===== src/include/twc_cfg.svh =====
// Purpose: Constants for the two-wire controller: register indices, field positions, timing
// Assumes: 250 MHz system clock
// Notes:   Byte address of a register is four times its index
`ifndef TWC_CFG_SVH
`define TWC_CFG_SVH

// ----------------------------------------------------------------
// Register indices
// ----------------------------------------------------------------
`define TWC_IDX_CFG      8'h09
`define TWC_IDX_STATUS   8'h28
`define TWC_IDX_DATA     8'h29

// ----------------------------------------------------------------
// Field positions and reset values
// ----------------------------------------------------------------
`define TWC_CFG_POS_BIT  7
`define TWC_CFG_W1_BIT   1
`define TWC_CFG_WMASK    8'hB3
`define TWC_CTRL_RST     8'h00
`define TWC_CFG_RST      8'h00

// ----------------------------------------------------------------
// Timing: half period of a 100 kHz serial clock
// ----------------------------------------------------------------
`define TWC_CLK_MHZ      250
`define TWC_SCL_HALF_NS  5000
`define TWC_SCL_HALF_CYC ((`TWC_SCL_HALF_NS * `TWC_CLK_MHZ) / 1000)

`endif


===== src/include/twc_pkg.sv =====
// Purpose: Types shared by the two-wire controller files
// Assumes: Nothing beyond the cfg header
// Notes:   Control struct follows the status/control bit order, msb first
package twc_pkg;

	// ----------------------------------------------------------------
	// Status/control register layout
	// ----------------------------------------------------------------
	typedef struct packed {
		logic master;
		logic cont;
		logic xmit;
		logic ack;
		logic addr;
		logic arb;
		logic stop;
		logic en;
	} twc_ctrl_t;

	// ----------------------------------------------------------------
	// Open-drain pin pair: drive-low requests
	// ----------------------------------------------------------------
	typedef struct packed {
		logic sdaLow;
		logic sclLow;
	} twc_drv_t;

	typedef enum logic [2:0] {
		ST_IDLE,
		ST_START,
		ST_RSTART,
		ST_MBIT,
		ST_STOP,
		ST_SBIT,
		ST_HOLD,
		ST_ARBWAIT
	} twc_state_t;

endpackage


===== src/design/twc_ctrl.sv =====
// Purpose: Byte-level two-wire master/slave controller with APB register access
// Assumes: Pins are open drain and pulled up outside; GPIO logic supplies its own drive
// Notes:   Overview of operation below; one interrupt pulse per event
//
// Overview of operation
// - Enable routes two pins to open-drain serial use; otherwise plain GPIO.
// - Setting master issues start, then sends the data register byte.
// - Later master bytes start only when firmware writes continue.
// - Master drives clock and data, arbitrates and follows clock stretching.
// - Lost arbitration clears master, sets arbitration-lost, raises interrupt.
// - After lost arbitration the interrupt waits until the external transaction ends.
// - Firmware clearing master from one to zero sends a stop.
// - Continue reads one while busy; status writes are ignored while busy.
// - After a byte interrupt the block stays idle until firmware writes continue, clears master or clears enable.
// - Transmit select one sends data, zero receives, master or slave.
// - First byte after start or restart is always transmitted as master and always received as slave.
// - Receiving, acknowledge bit one pulls data low in the acknowledge slot.
// - Transmitting, acknowledge bit reports whether the receiver acknowledged.
// - Address flag set on slave first byte or lost arbitration; continue clears.
// - Hardware clears the restart bit during the restart sequence.
// - Stop flag set on stop in slave receive, unless firmware declined acknowledge.
// - Interrupt after each byte, slave-receive stop and lost arbitration.
// - While firmware decides, the clock line is held low.
// - Clock on bit 0, data on bit 1 of port 1 or 2 per configuration.
// - Received byte and byte to transmit are separate registers.
`timescale 1ns/1ps
`include "twc_cfg.svh"
module twc_ctrl #(
	parameter int SCL_HALF = `TWC_SCL_HALF_CYC
) (
	input  wire logic        clk,
	input  wire logic        nrst,
	input  wire logic        psel,
	input  wire logic        penable,
	input  wire logic        pwrite,
	input  wire logic [11:0] paddr,
	input  wire logic [31:0] pwdata,
	output logic      [31:0] prdata,
	output logic             pready,
	output logic             pslverr,
	input  wire logic [1:0]  p1In,
	input  wire logic [1:0]  p2In,
	input  wire logic [1:0]  gpioP1Out,
	input  wire logic [1:0]  gpioP1Oe,
	input  wire logic [1:0]  gpioP2Out,
	input  wire logic [1:0]  gpioP2Oe,
	output logic      [1:0]  p1Out,
	output logic      [1:0]  p1Oe,
	output logic      [1:0]  p2Out,
	output logic      [1:0]  p2Oe,
	output logic             twcIrq
);
	import twc_pkg::*;

	// ----------------------------------------------------------------
	// Declarations
	// ----------------------------------------------------------------
	twc_ctrl_t  ctrl_q;
	twc_ctrl_t  wr;
	twc_drv_t   drv_q;
	twc_state_t state_q;
	logic [7:0]  cfg_q;
	logic [7:0]  txData_q;
	logic [7:0]  rxData_q;
	logic [7:0]  shift_q;
	logic [3:0]  bit_q;
	logic [1:0]  step_q;
	logic [15:0] cnt_q;
	logic        txMode_q;
	logic        noAck_q;
	logic        busBusy_q;
	logic        irq_q;
	logic [31:0] prdata_q;
	logic [3:0]  pinSync;
	logic        sclS;
	logic        sdaS;
	logic        sclPrev_q;
	logic        sdaPrev_q;
	logic        onP2;
	logic        sclRise;
	logic        sclFall;
	logic        startDet;
	logic        stopDet;
	logic        access;
	logic        hit;
	logic        stWr;
	logic        halfDone;

	function automatic logic [11:0] regAddr(input logic [7:0] idx);
		return {2'b00, idx, 2'b00};
	endfunction

	// ----------------------------------------------------------------
	// APB slave: zero wait states, error on unmapped address
	// ----------------------------------------------------------------
	assign access  = psel && penable;
	assign hit     = (paddr == regAddr(`TWC_IDX_STATUS)) || (paddr == regAddr(`TWC_IDX_DATA))
	              || (paddr == regAddr(`TWC_IDX_CFG));
	assign pready  = 1'b1;
	assign pslverr = access && !hit;
	assign prdata  = prdata_q;
	assign wr      = twc_ctrl_t'(pwdata[7:0]);
	// Status writes are locked while a transaction is in flight
	assign stWr    = access && pwrite && (paddr == regAddr(`TWC_IDX_STATUS)) && !ctrl_q.cont;

	// Read data captured in the setup cycle so it stands for the access cycle
	always_ff @(posedge clk or negedge nrst) begin
		if (!nrst) begin
			prdata_q <= 32'h0000_0000;
		end else if (psel && !penable && !pwrite) begin
			if (paddr == regAddr(`TWC_IDX_STATUS)) begin
				prdata_q <= {24'h00_0000, ctrl_q};
			end else if (paddr == regAddr(`TWC_IDX_DATA)) begin
				prdata_q <= {24'h00_0000, rxData_q};
			end else if (paddr == regAddr(`TWC_IDX_CFG)) begin
				prdata_q <= {24'h00_0000, cfg_q};
			end else begin
				prdata_q <= 32'h0000_0000;
			end
		end
	end

	always_ff @(posedge clk or negedge nrst) begin
		if (!nrst) begin
			cfg_q <= `TWC_CFG_RST;
		end else if (access && pwrite && paddr == regAddr(`TWC_IDX_CFG)) begin
			cfg_q <= pwdata[7:0] & `TWC_CFG_WMASK;
		end
	end

	// Write side of the data register never disturbs the received byte
	always_ff @(posedge clk or negedge nrst) begin
		if (!nrst) begin
			txData_q <= 8'h00;
		end else if (access && pwrite && paddr == regAddr(`TWC_IDX_DATA)) begin
			txData_q <= pwdata[7:0];
		end
	end

	// ----------------------------------------------------------------
	// Pins: synchronise, select port, open-drain override
	// ----------------------------------------------------------------
	twc_sync #(
		.WIDTH (4)
	) u_sync (
		.clk  (clk),
		.nrst (nrst),
		.din  ({p2In, p1In}),
		.dout (pinSync)
	);

	assign onP2 = cfg_q[`TWC_CFG_POS_BIT] || cfg_q[`TWC_CFG_W1_BIT];
	assign sclS = onP2 ? pinSync[2] : pinSync[0];
	assign sdaS = onP2 ? pinSync[3] : pinSync[1];

	// Open drain while enabled: the serial pins are only ever driven low; other pins follow GPIO
	assign p1Out = (ctrl_q.en && !onP2) ? 2'b00 : gpioP1Out;
	assign p1Oe  = (ctrl_q.en && !onP2) ? {drv_q.sdaLow, drv_q.sclLow} : gpioP1Oe;
	assign p2Out = (ctrl_q.en && onP2) ? 2'b00 : gpioP2Out;
	assign p2Oe  = (ctrl_q.en && onP2) ? {drv_q.sdaLow, drv_q.sclLow} : gpioP2Oe;

	// ----------------------------------------------------------------
	// Bus condition detection
	// ----------------------------------------------------------------
	always_ff @(posedge clk or negedge nrst) begin
		if (!nrst) begin
			sclPrev_q <= 1'b1;
			sdaPrev_q <= 1'b1;
		end else begin
			sclPrev_q <= sclS;
			sdaPrev_q <= sdaS;
		end
	end

	assign sclRise  = sclS && !sclPrev_q;
	assign sclFall  = !sclS && sclPrev_q;
	assign startDet = sclS && sclPrev_q && sdaPrev_q && !sdaS;
	assign stopDet  = sclS && sclPrev_q && !sdaPrev_q && sdaS;
	assign halfDone = (cnt_q == 16'(SCL_HALF - 1));
	assign twcIrq   = irq_q;

	always_ff @(posedge clk or negedge nrst) begin
		if (!nrst) begin
			busBusy_q <= 1'b0;
		end else if (startDet) begin
			busBusy_q <= 1'b1;
		end else if (stopDet) begin
			busBusy_q <= 1'b0;
		end
	end

	// ----------------------------------------------------------------
	// Controller state, flags and shifter
	// ----------------------------------------------------------------
	always_ff @(posedge clk or negedge nrst) begin
		if (!nrst) begin
			ctrl_q   <= twc_ctrl_t'(`TWC_CTRL_RST);
			state_q  <= ST_IDLE;
			drv_q    <= '0;
			shift_q  <= 8'h00;
			rxData_q <= 8'h00;
			bit_q    <= 4'h0;
			step_q   <= 2'b00;
			cnt_q    <= 16'h0000;
			txMode_q <= 1'b0;
			noAck_q  <= 1'b0;
			irq_q    <= 1'b0;
		end else begin
			irq_q <= 1'b0;
			if (stWr) begin
				ctrl_q.en     <= wr.en;
				ctrl_q.master <= wr.master;
				ctrl_q.xmit   <= wr.xmit;
				ctrl_q.ack    <= wr.ack;
				ctrl_q.arb    <= wr.arb;
				// Address flag can only be cleared by software
				ctrl_q.addr   <= wr.cont ? 1'b0 : (ctrl_q.addr & wr.addr);
				if (wr.cont) begin
					ctrl_q.stop <= 1'b0;
				end
			end
			case (state_q)
				ST_IDLE: begin
					drv_q <= '0;
					if (stWr && wr.en && wr.master && !ctrl_q.master) begin
						state_q     <= ST_START;
						ctrl_q.cont <= 1'b1;
						step_q      <= 2'b00;
						cnt_q       <= 16'h0000;
					end else if (ctrl_q.en && !ctrl_q.master && startDet) begin
						state_q     <= ST_SBIT;
						ctrl_q.addr <= 1'b1;
						ctrl_q.cont <= 1'b1;
						txMode_q    <= 1'b0;
						noAck_q     <= 1'b0;
						bit_q       <= 4'h0;
					end
				end
				ST_START: begin
					// Wait for a free bus, then pull data low under a high clock
					if (step_q == 2'b00) begin
						if (!busBusy_q && sclS && sdaS) begin
							drv_q.sdaLow <= 1'b1;
							step_q       <= 2'b01;
							cnt_q        <= 16'h0000;
						end
					end else if (halfDone) begin
						state_q      <= ST_MBIT;
						drv_q.sclLow <= 1'b1;
						drv_q.sdaLow <= ~txData_q[7];
						shift_q      <= txData_q;
						txMode_q     <= 1'b1;
						bit_q        <= 4'h0;
						step_q       <= 2'b00;
						cnt_q        <= 16'h0000;
					end else begin
						cnt_q <= cnt_q + 16'h0001;
					end
				end
				ST_RSTART, ST_STOP: begin
					// Step 0 clock low, step 1 clock high, step 2 data edge
					if (step_q == 2'b01 && !sclS) begin
						cnt_q <= 16'h0000;
					end else if (!halfDone) begin
						cnt_q <= cnt_q + 16'h0001;
					end else begin
						cnt_q  <= 16'h0000;
						step_q <= step_q + 2'b01;
						if (step_q == 2'b00) begin
							drv_q.sclLow <= 1'b0;
						end else if (step_q == 2'b01) begin
							drv_q.sdaLow <= (state_q == ST_RSTART);
						end else if (state_q == ST_STOP) begin
							state_q     <= ST_IDLE;
							ctrl_q.cont <= 1'b0;
						end else begin
							state_q      <= ST_MBIT;
							drv_q.sclLow <= 1'b1;
							drv_q.sdaLow <= ~txData_q[7];
							shift_q      <= txData_q;
							txMode_q     <= 1'b1;
							bit_q        <= 4'h0;
							step_q       <= 2'b00;
						end
					end
				end
				ST_MBIT: begin
					if (step_q == 2'b00) begin
						if (halfDone) begin
							drv_q.sclLow <= 1'b0;
							step_q       <= 2'b01;
							cnt_q        <= 16'h0000;
						end else begin
							cnt_q <= cnt_q + 16'h0001;
						end
					end else if (!sclS) begin
						cnt_q <= 16'h0000;
					end else if (bit_q < 4'h8 && txMode_q && !drv_q.sdaLow && !sdaS) begin
						state_q       <= ST_ARBWAIT;
						drv_q         <= '0;
						ctrl_q.master <= 1'b0;
						ctrl_q.arb    <= 1'b1;
						ctrl_q.addr   <= 1'b1;
					end else if (halfDone) begin
						drv_q.sclLow <= 1'b1;
						step_q       <= 2'b00;
						cnt_q        <= 16'h0000;
						if (bit_q == 4'h8) begin
							if (txMode_q) begin
								ctrl_q.ack <= ~sdaS;
							end
							drv_q.sdaLow <= 1'b0;
							state_q      <= ST_HOLD;
							ctrl_q.cont  <= 1'b0;
							irq_q        <= 1'b1;
						end else begin
							shift_q <= {shift_q[6:0], sdaS};
							bit_q   <= bit_q + 4'h1;
							if (bit_q == 4'h7) begin
								rxData_q     <= {shift_q[6:0], sdaS};
								drv_q.sdaLow <= !txMode_q && ctrl_q.ack;
							end else begin
								drv_q.sdaLow <= txMode_q && !shift_q[6];
							end
						end
					end else begin
						cnt_q <= cnt_q + 16'h0001;
					end
				end
				ST_SBIT: begin
					if (startDet) begin
						ctrl_q.addr <= 1'b1;
						txMode_q    <= 1'b0;
						noAck_q     <= 1'b0;
						bit_q       <= 4'h0;
						drv_q       <= '0;
					end else if (stopDet) begin
						state_q     <= ST_IDLE;
						drv_q       <= '0;
						ctrl_q.cont <= 1'b0;
						if (!txMode_q && !noAck_q) begin
							ctrl_q.stop <= 1'b1;
							irq_q       <= 1'b1;
						end
					end else if (sclRise) begin
						if (bit_q < 4'h8) begin
							shift_q <= {shift_q[6:0], sdaS};
						end else if (txMode_q) begin
							ctrl_q.ack <= ~sdaS;
						end
					end else if (sclFall) begin
						if (bit_q < 4'h7) begin
							bit_q        <= bit_q + 4'h1;
							drv_q.sdaLow <= txMode_q && !shift_q[7];
						end else if (bit_q == 4'h7) begin
							rxData_q     <= shift_q;
							bit_q        <= 4'h8;
							drv_q.sdaLow <= 1'b0;
							if (!txMode_q) begin
								drv_q.sclLow <= 1'b1;
								state_q      <= ST_HOLD;
								ctrl_q.cont  <= 1'b0;
								irq_q        <= 1'b1;
							end
						end else if (txMode_q) begin
							drv_q.sclLow <= 1'b1;
							state_q      <= ST_HOLD;
							ctrl_q.cont  <= 1'b0;
							irq_q        <= 1'b1;
						end else begin
							drv_q.sdaLow <= 1'b0;
							bit_q        <= 4'h0;
							if (noAck_q) begin
								state_q     <= ST_IDLE;
								ctrl_q.cont <= 1'b0;
							end else if (ctrl_q.xmit) begin
								txMode_q     <= 1'b1;
								shift_q      <= txData_q;
								drv_q.sdaLow <= ~txData_q[7];
							end
						end
					end
				end
				ST_HOLD: begin
					// Nothing moves until firmware answers the interrupt
					if (stWr && !wr.en) begin
						state_q <= ST_IDLE;
						drv_q   <= '0;
					end else if (stWr && ctrl_q.master && !wr.master) begin
						// Data low under the held clock, so its later release is the stop
						state_q      <= ST_STOP;
						ctrl_q.cont  <= 1'b1;
						drv_q.sdaLow <= 1'b1;
						step_q       <= 2'b00;
						cnt_q        <= 16'h0000;
					end else if (stWr && wr.cont && ctrl_q.master && wr.arb) begin
						// Data released first so the clock rises under a high data line
						state_q      <= ST_RSTART;
						ctrl_q.arb   <= 1'b0;
						ctrl_q.cont  <= 1'b1;
						drv_q.sdaLow <= 1'b0;
						step_q       <= 2'b00;
						cnt_q        <= 16'h0000;
					end else if (stWr && wr.cont && ctrl_q.master) begin
						state_q      <= ST_MBIT;
						ctrl_q.cont  <= 1'b1;
						txMode_q     <= wr.xmit;
						shift_q      <= wr.xmit ? txData_q : 8'hFF;
						drv_q.sdaLow <= wr.xmit && !txData_q[7];
						bit_q        <= 4'h0;
						step_q       <= 2'b00;
						cnt_q        <= 16'h0000;
					end else if (stWr && wr.cont && !txMode_q) begin
						state_q      <= ST_SBIT;
						ctrl_q.cont  <= 1'b1;
						drv_q.sclLow <= 1'b0;
						drv_q.sdaLow <= wr.ack;
						noAck_q      <= !wr.ack;
					end else if (stWr && wr.cont && ctrl_q.ack && wr.xmit) begin
						state_q      <= ST_SBIT;
						ctrl_q.cont  <= 1'b1;
						shift_q      <= txData_q;
						bit_q        <= 4'h0;
						drv_q.sclLow <= 1'b0;
						drv_q.sdaLow <= ~txData_q[7];
					end else if (stWr && wr.cont) begin
						state_q <= ST_IDLE;
						drv_q   <= '0;
					end
				end
				ST_ARBWAIT: begin
					// Winner's transfer runs to its stop before firmware hears of the loss
					if (stopDet) begin
						state_q     <= ST_IDLE;
						ctrl_q.cont <= 1'b0;
						irq_q       <= 1'b1;
					end
				end
				default: begin
					state_q <= ST_IDLE;
					drv_q   <= '0;
				end
			endcase
		end
	end
endmodule


===== src/design/twc_sync.sv =====
// Purpose: Two-flop synchroniser for pin inputs
// Assumes: Inputs are asynchronous to clk
// Notes:   Only the second stage may be read by other logic
`timescale 1ns/1ps
module twc_sync #(
	parameter int WIDTH = 4
) (
	input  wire logic             clk,
	input  wire logic             nrst,
	input  wire logic [WIDTH-1:0] din,
	output logic      [WIDTH-1:0] dout
);
	logic [WIDTH-1:0] meta_q;

	always_ff @(posedge clk or negedge nrst) begin
		if (!nrst) begin
			meta_q <= '1;
			dout   <= '1;
		end else begin
			meta_q <= din;
			dout   <= meta_q;
		end
	end
endmodule


===== config.mk =====
export PLATFORM = sky130hd
export DESIGN_NAME = twc_ctrl
export DESIGN_NICKNAME = d
export VERILOG_FILES = /design/src/include/twc_pkg.sv /design/src/design/twc_ctrl.sv /design/src/design/twc_sync.sv
export VERILOG_INCLUDE_DIRS = /design/src /design/src/include
export SDC_FILE = /design/constraint.sdc
export NUM_CORES = 1
export LEC_CHECK = 0
export BUFFER_PORTS_ARGS = -buffer_cell sky130_fd_sc_hd__buf_2
export CORE_ASPECT_RATIO = 2
export CORE_UTILIZATION = 60
export CTS_CLUSTER_SIZE = 8
export DETAILED_ROUTE_END_ITERATION = 7
export PLACE_DENSITY = 0.85
export RECOVER_POWER = 50
export SYNTH_ARGS = -nofsm -noshare
export SYNTH_HDL_FRONTEND = slang
export SYNTH_HIERARCHICAL = 1
export SYNTH_SLANG_ARGS = --single-unit

===== constraint.sdc =====
create_clock -name clk -period 7.7 [get_ports clk]
set_input_delay 0.385 -clock clk [delete_from_list [all_inputs] [get_ports clk]]
set_output_delay 0.385 -clock clk [all_outputs]
set_load 0.01 [all_outputs]

==> results of run 1 <==
## layout make-up
class                           instances  area (µm²)
Timing Repair Buffer                   64         332
Fill cell                             843        3120
Multi-Input combinational cell        558        3550
Tap cell                              132         165
Inverter                               22        82.6
Sequential cell                        86        2160
Clock inverter                          7         125
Clock buffer                            9         225
## metrics by stage
step                utilization  hold WS, ps  std cells  setup slack (ps)
floorplan                     -         89.4        730              4870
global placement          0.645          177        861              4070
detailed placement        0.645          180        861              4010
CTS                       0.682          123        878              3990
global route              0.680          125        878              1910
finish                    0.680          127        878              2840
## critical path, delay by kind of cell
family                 cells  cell delay, ps
buffers and inverters      3            3840
## cell usage after synthesis, types with 11 or more instances
master,instances
buf_4,26
dfrtp_1,76
a31oi_1,13
nand4_1,14
mux2_2,16
nor2b_1,11
nand2_1,86
nor2_1,54
nand2b_1,12
inv_1,22
mux2_1,19
nand3_1,23
o21ai_0,30
clkbuf_1,30
a21oi_1,46
nor3_1,13
## cell families after synthesis
| family | Yosys count | synth area share |
|---|---|---|
| and+or+nand+nor | 290 | 0.253 |
| AOI/OAI and AO/OA | 188 | 0.214 |
| DFF | 86 | 0.357 |
| buffers and inverters | 86 | 0.0726 |
| muxes | 43 | 0.0782 |
| adders and majority gates | 10 | 0.0206 |
| other | 2 | 0.00124 |
| xor gates and xnor gates | 2 | 0.00289 |
## layout by cell type (no fill, tap or decap), types with 6 or more instances in the layout
master and instances:
dfstp_2 10, clkbuf_16 9, inv_1 22, o21ai_0 30, mux2i_1 8, a21oi_1 46, and2_1 7, nand4_1 14
a32o_1 9, a22oi_1 7, nor3b_1 8, nand3b_1 10, nor3_1 13, dfrtp_1 76, a211o_1 10, nor2b_1 11
clkbuf_1 11, buf_2 44, ha_1 10, a31oi_1 13, o211ai_1 6, nor2_1 54, mux2_1 19, buf_4 8
conb_1 25, mux2_2 16, nand3_1 23, nand2b_1 12, o21ai_1 7, or3_1 8, nand2_1 86
## power by group
part	leakage [µW]	internal (µW)	switching [µW]
clock	0.000171	322	200
combinational	0.00161	388	716
sequential	0.00112	513	63.5
## worst max-delay path by stage
stage | startpoint | end | slack, ps | depth (start not counted)
finish | nrst | cnt_q[13]$_DFFE_PN0P_ | 2840 | 3
global route | nrst | bit_q[3]$_DFFE_PN0P_ | 1910 | 3
CTS | cfg_q[1]$_DFFE_PN0P_ | bit_q[0]$_DFFE_PN0P_ | 3990 | 10
detailed placement | cfg_q[1]$_DFFE_PN0P_ | bit_q[0]$_DFFE_PN0P_ | 4010 | 10
global placement | cfg_q[1]$_DFFE_PN0P_ | bit_q[1]$_DFFE_PN0P_ | 4070 | 10
floorplan | u_sync/dout[0]$_DFF_PN1_ | state_q[2]$_DFFE_PN0P_ | 4870 | 10
## state kept, by name (all words and copies together), names as in the netlist, 2 cells and up
register	count
cnt_q	16
ctrl_q	8
prdata	8
rxData_q	8
shift_q	8
txData_q	8
cfg_q	5
bit_q	4
u_sync/dout	4
u_sync/meta_q	4
state_q	3
drv_q	2
step_q	2
## layer usage
layer	up-vias	wire [µm]
met5	-	0
met4	0	2070
met3	106	989
met2	315	10600
met1	2840	6560
li1	2621	-
## repair_timing
action,CTS,global route
hold buffers,1,0
resized for setup,0,0
endpoints found under the hold margin,3,0
==> results.json, run 1 <==
{
  "drive_gt1_frac": 0.153,
  "drtPass1Iterations": 5,
  "worstSkewPairLatency_ps": 350,
  "grt_overflow": 0,
  "grt_pass1_vias": 5828,
  "rsz0062_at_grt": "no",
  "timing.rr.start": "cfg_q[1]$_DFFE_PN0P_",
  "place.gp.congestion": 1.00,
  "avgRoutedWirePerCell_um": 23.1,
  "holdPathStages": 1,
  "cp.arrival_ps": 4280,
  "ir_drop_uv": 291,
  "numCtsBuffers": 9,
  "initial_core_util": 0.621,
  "cp_slowest_cell": "clkbuf_1",
  "cts_sinks": 86,
  "yosysTopAreaCell": "dfrtp_1",
  "drc_errors": 0,
  "groute.layer.met3.usage": 0.0613,
  "grt_busiest_layer": "met2",
  "timing.slew.headroom": -1.96,
  "cts-root-buf": "clkbuf_16",
  "cts_tree": "built",
  "worst_pin_slew_ps": 4450,
  "yosysTopAreaCellShare": 0.314,
  "vias": 5882,
  "drt_iter0_markers": 604,
  "num_rows": 51,
  "cp_max_fo": 83,
  "critPathRequiredTime_ps": 7120,
  "cts_post_setup_buffers_inserted": 0,
  "crit_chain": "dlygate4sd3_1 > clkbuf_1 > clkbuf_1",
  "power.leakage_uw": 0.00291,
  "ant_nets": 0,
  "holdPathEnd": "u_sync/meta_q[0]$_DFF_PN1_",
  "nNetsFinal": 812,
  "drv_slew": 84,
  "timing.rr.end": "bit_q[0]$_DFFE_PN0P_",
  "synth_edf_count": 0,
  "syn_inst": 707,
  "ys_ff_latch": 86,
  "ys_async_sr_fraction": 1.00,
  "hp-start": "p1In[0]",
  "core-area_mm2": 0.00976,
  "grt_pass1_wl_mm": 30.9,
  "rrSetupSlack_ps": 3840,
  "met2_usage": 0.716,
  "dieArea_mm2": 0.0105,
  "fp.dieW_um": 73.1,
  "fin_worst_skew_ps": 5.28,
  "cpPeakStageDelay_ps": 3140,
  "clkTransAtPathRegs_ps": 70,
  "wl_mm": 20.2,
  "finalSetupViolCount": 0,
  "grt_use_total": 0.403,
  "gr-usage-met1": 0.369,
  "fin_setup_tns_ps": 0,
  "synth_area_mm2": 0.00606,
  "ys_warn_count": 6,
  "place_area_mm2": 0.00630,
  "power.density_mw_per_mm2": 332,
  "setup.worst_path.end_class": "asynchronous set/reset pin",
  "maxClockFrequency_mhz": 206,
  "start_kind": "input port",
  "pin_count": 104,
  "ys.flop_type": "dfrtp_1",
  "die_h_um": 144,
  "status": "complete, but fails checks",
  "period_share": 0.631,
  "cap_violations": 1,
  "synthToLayoutAreaGrowth_pct": 9.49,
  "dp_hpwl_mm": 15.2,
  "crit_type": "input port to asynchronous set/reset pin",
  "min_path_type": "input port to flop",
  "grt_max_degree": 84,
  "diodes": 0,
  "antenna_found_initial": 0,
  "port_buffers": 54,
  "violations": "max-capacitance violations, max-slew violations",
  "min_period_ps": 4860,
  "finalHoldViolCount": 0,
  "netlist-cell-type-count": 86,
  "total_power_uw": 2200,
  "cts.path.max_buffers": 2,
  "cp_common_cell": "clkbuf_1",
  "cts_max_level": 3,
  "yosysSeqAreaShare": 0.357,
  "avgSynthCellArea_um2": 8.58,
  "synthTopCellsByArea": "dfrtp_1 (31%), nand2_1 (5.3%), dfstp_2 (4.3%)",
  "rr_worst_depth": 10,
  "design_area_mm2": 0.00664,
  "routed_via_density": 6.70
}
(Power assumes the default switching activity.)
==> inputs of run 2 (changes only) <==
- ABC_AREA: unset -> 1
- CORE_UTILIZATION: 60 -> 58
- PLACE_DENSITY: 0.85 -> 0.81
- clock period: 7.7 -> 4.85 ns (I/O delays scaled with it)
==> results.json, run 2 <==
{
  "status": "complete, but fails checks",
  "violations": "max-capacitance violations, max-slew violations",
  "cp_slowest_cell": "o21ai_0",
  "crit_cells": 14,
  "power.leakage_uw": 0.00335,
  "holdPathStages": 3,
  "regArea_mm2": 0.00216,
  "avgRoutedWirePerCell_um": 18.5,
  "crit_type": "flop to flop",
  "cp_max_fo": 7,
  "yosysTopAreaCellShare": 0.291,
  "initial_core_util": 0.597,
  "power_frac_comb": 0.515,
  "switching_share": 0.502,
  "power.density_mw_per_mm2": 453,
  "rrSetupSlack_ps": 1380,
  "setup.worst_path.end_class": "flop",
  "min_period_ps": 3470,
  "p_int_uw": 1590,
  "crit_family": "simple AND/OR/NAND/NOR gates",
  "cts.path.max_buffers": 2,
  "grt_use_total": 0.367,
  "final_cell_mix": "nand2_1 (211), inv_1 (105), nand3_1 (94), nor2_1 (76), dfrtp_1 (76)",
  "drc_errors": 0,
  "min_path_type": "input port to flop",
  "cts-root-buf": "clkbuf_16",
  "finalHoldViolCount": 0,
  "synth_area_mm2": 0.00653,
  "path_buf_inv": 1,
  "pin_count": 104,
  "port_buffers": 54,
  "maxClockFrequency_mhz": 288,
  "synth_edf_count": 0,
  "diodes": 0,
  "total_power_uw": 3190,
  "worst_pin_slew_ps": 2030,
  "worstSkewPairLatency_ps": 350,
  "whs_ps": 175,
  "numCtsBuffers": 9,
  "wl_mm": 20.5,
  "cts_tree": "built",
  "drt_iter0_markers": 414,
  "netlist-cell-type-count": 53,
  "yosysSeqAreaShare": 0.331,
  "synthTopCellsByArea": "dfrtp_1 (29%), nand2_1 (12%), nand3_1 (7.1%)",
  "fin_setup_tns_ps": 0,
  "largest_register_ffs": 16,
  "dp_hpwl_mm": 15.9,
  "synthTopCellsByCount": "nand2_1 (211), inv_1 (105), nand3_1 (93)",
  "mostFrequentLayoutCell": "nand2_1",
  "grt_pass1_wl_mm": 32.5,
  "drtPass1Iterations": 7,
  "cp.arrival_ps": 3710,
  "syn_inst": 913,
  "grt_pass1_vias": 6410,
  "cts_sinks": 86,
  "place_area_mm2": 0.00677,
  "critPathRequiredTime_ps": 5090,
  "drv_slew": 82,
  "vias": 6418,
  "ys_warn_count": 6,
  "drive_gt1_frac": 0.168,
  "fillers": 1058,
  "grt_overflow": 0,
  "antenna_found_initial": 0,
  "multi_input_area_mm2": 0.00364,
  "period_share": 0.716,
  "p_switching_uw": 1600,
  "routed_via_density": 5.80,
  "rr_worst_depth": 14,
  "ys_async_sr_fraction": 1.00,
  "clkTransAtPathRegs_ps": 60,
  "grt_max_degree": 82,
  "die_h_um": 152,
  "top_register": "cnt_q",
  "ant_nets": 0,
  "cap_violations": 1,
  "num_rows": 54,
  "place.gp.congestion": 0.975,
  "fin_worst_skew_ps": 11.7,
  "dieArea_mm2": 0.0117,
  "design_area_mm2": 0.00704,
  "nNetsFinal": 1033,
  "rsz0062_at_grt": "no",
  "finalSetupViolCount": 0,
  "ir_drop_uv": 500,
  "core-area_mm2": 0.0109,
  "fp.dieW_um": 77.1,
  "cts_post_setup_buffers_inserted": 0,
  "start_kind": "flop",
  "power_frac_seq": 0.279,
  "ys.flop_type": "dfrtp_1",
  "avgSynthCellArea_um2": 7.16,
  "yosysMostFrequentCell": "nand2_1",
  "synthToLayoutAreaGrowth_pct": 7.81,
  "crit_chain": "nor2_1 > o21ai_0 > inv_1 > ha_1 > nand3_2 > nand2_2 > nor2_2 > nand2_1 > o21ai_1 > nor2_1 > nand3_1 > nor2_1 > nand2_1 > nand2_1",
  "cpPeakStageDelay_ps": 910,
  "yosysTopAreaCell": "dfrtp_1",
  "timing.slew.headroom": -0.354,
  "ys_ff_latch": 86,
  "cts_max_level": 3,
  "finalCoreUtilization": 0.644,
  "postCtsResizedCells": 0,
  "clock_power_share": 0.206
}
run 2: cell types whose count changed after synthesis, moves of 19 or more:
cell	change
mux2_1	-19
nand2_1	+125
nor2_1	+19
clkbuf_1	-19
inv_1	+83
o21ai_2	+22
a21oi_1	-31
nand2_2	+21
o21ai_0	+25
nand3_1	+70
run 2: layout make-up:
cell class | instances | area share
clock buffers | 10 | 0.0325
inverters | 121 | 0.0654
flip-flops and latches | 86 | 0.307
clock inverters | 6 | 0.00675
repair buffers | 63 | 0.0471
well taps | 140 | 0.0249
multi-input cells | 681 | 0.516
run 2: per-layer routing:
metal,wire [µm],GRT usage
met1,6660,0.337
met2,11100,0.679
met3,799,0.0505
met4,1940,0.325
met5,0,0
run 2: final timing paths:
path                                                 start                  endpoint
min in group asynchronous                             nrst     ctrl_q[0]$_DFFE_PN0N_
worst min register to register  u_sync/meta_q[0]$_DFF_PN1_  u_sync/dout[0]$_DFF_PN1_
max in group asynchronous                             nrst    shift_q[7]$_DFFE_PN0P_
worst max-delay path                  cfg_q[1]$_DFFE_PN0P_      drv_q[1]$_DFFE_PN0P_
worst min-delay path                             pwdata[1]   txData_q[1]$_DFFE_PN0P_
worst max register to register        cfg_q[1]$_DFFE_PN0P_      drv_q[1]$_DFFE_PN0P_
run 2: kinds of logic after synthesis:
| family | after synthesis | synth area share |
|---|---|---|
| and+or+nand+nor | 490 | 0.368 |
| buffers and inverters | 169 | 0.121 |
| AOI/OAI and AO/OA | 150 | 0.151 |
| DFF | 86 | 0.331 |
| adders and majority gates | 10 | 0.0191 |
| xor gates and xnor gates | 6 | 0.00804 |
| other | 2 | 0.00115 |
run 2: worst register-to-register path, cell delays in order, from the launching register on:
cell     delay [ps]
dfrtp_1         370
nor2_1          140
o21ai_0         910
inv_1           160
ha_1            390
nand3_2         250
nand2_2         140
nor2_2          210
nand2_1         140
o21ai_1         220
nor2_1          110
nand3_1         170
nor2_1           70
nand2_1          60
nand2_1          40
run 2: through the flow:
step | instances | setup slack, ps
2_1_floorplan | 936 | 2360
3_3_place_gp | 1086 | 2000
3_5_place_dp | 1086 | 1960
4_1_cts | 1107 | 1910
5_1_grt | 1107 | 1150
6_report | 1107 | 1380
run 2: repair_timing:
item,CTS,global route
setup endpoints to repair,0,0
hold endpoints to repair,9,0
hold buffers,5,0
run 2: power groups by stage:
| stage | clock [µW] | sequential (µW) | combinational, µW |
|---|---|---|---|
| CTS | 668 | 886 | 1620 |
| global route | 693 | 896 | 1800 |
| floorplan | 0 | 858 | 1290 |
| global placement | 0 | 897 | 1590 |
| detailed placement | 0 | 899 | 1600 |
| finish | 659 | 889 | 1640 |
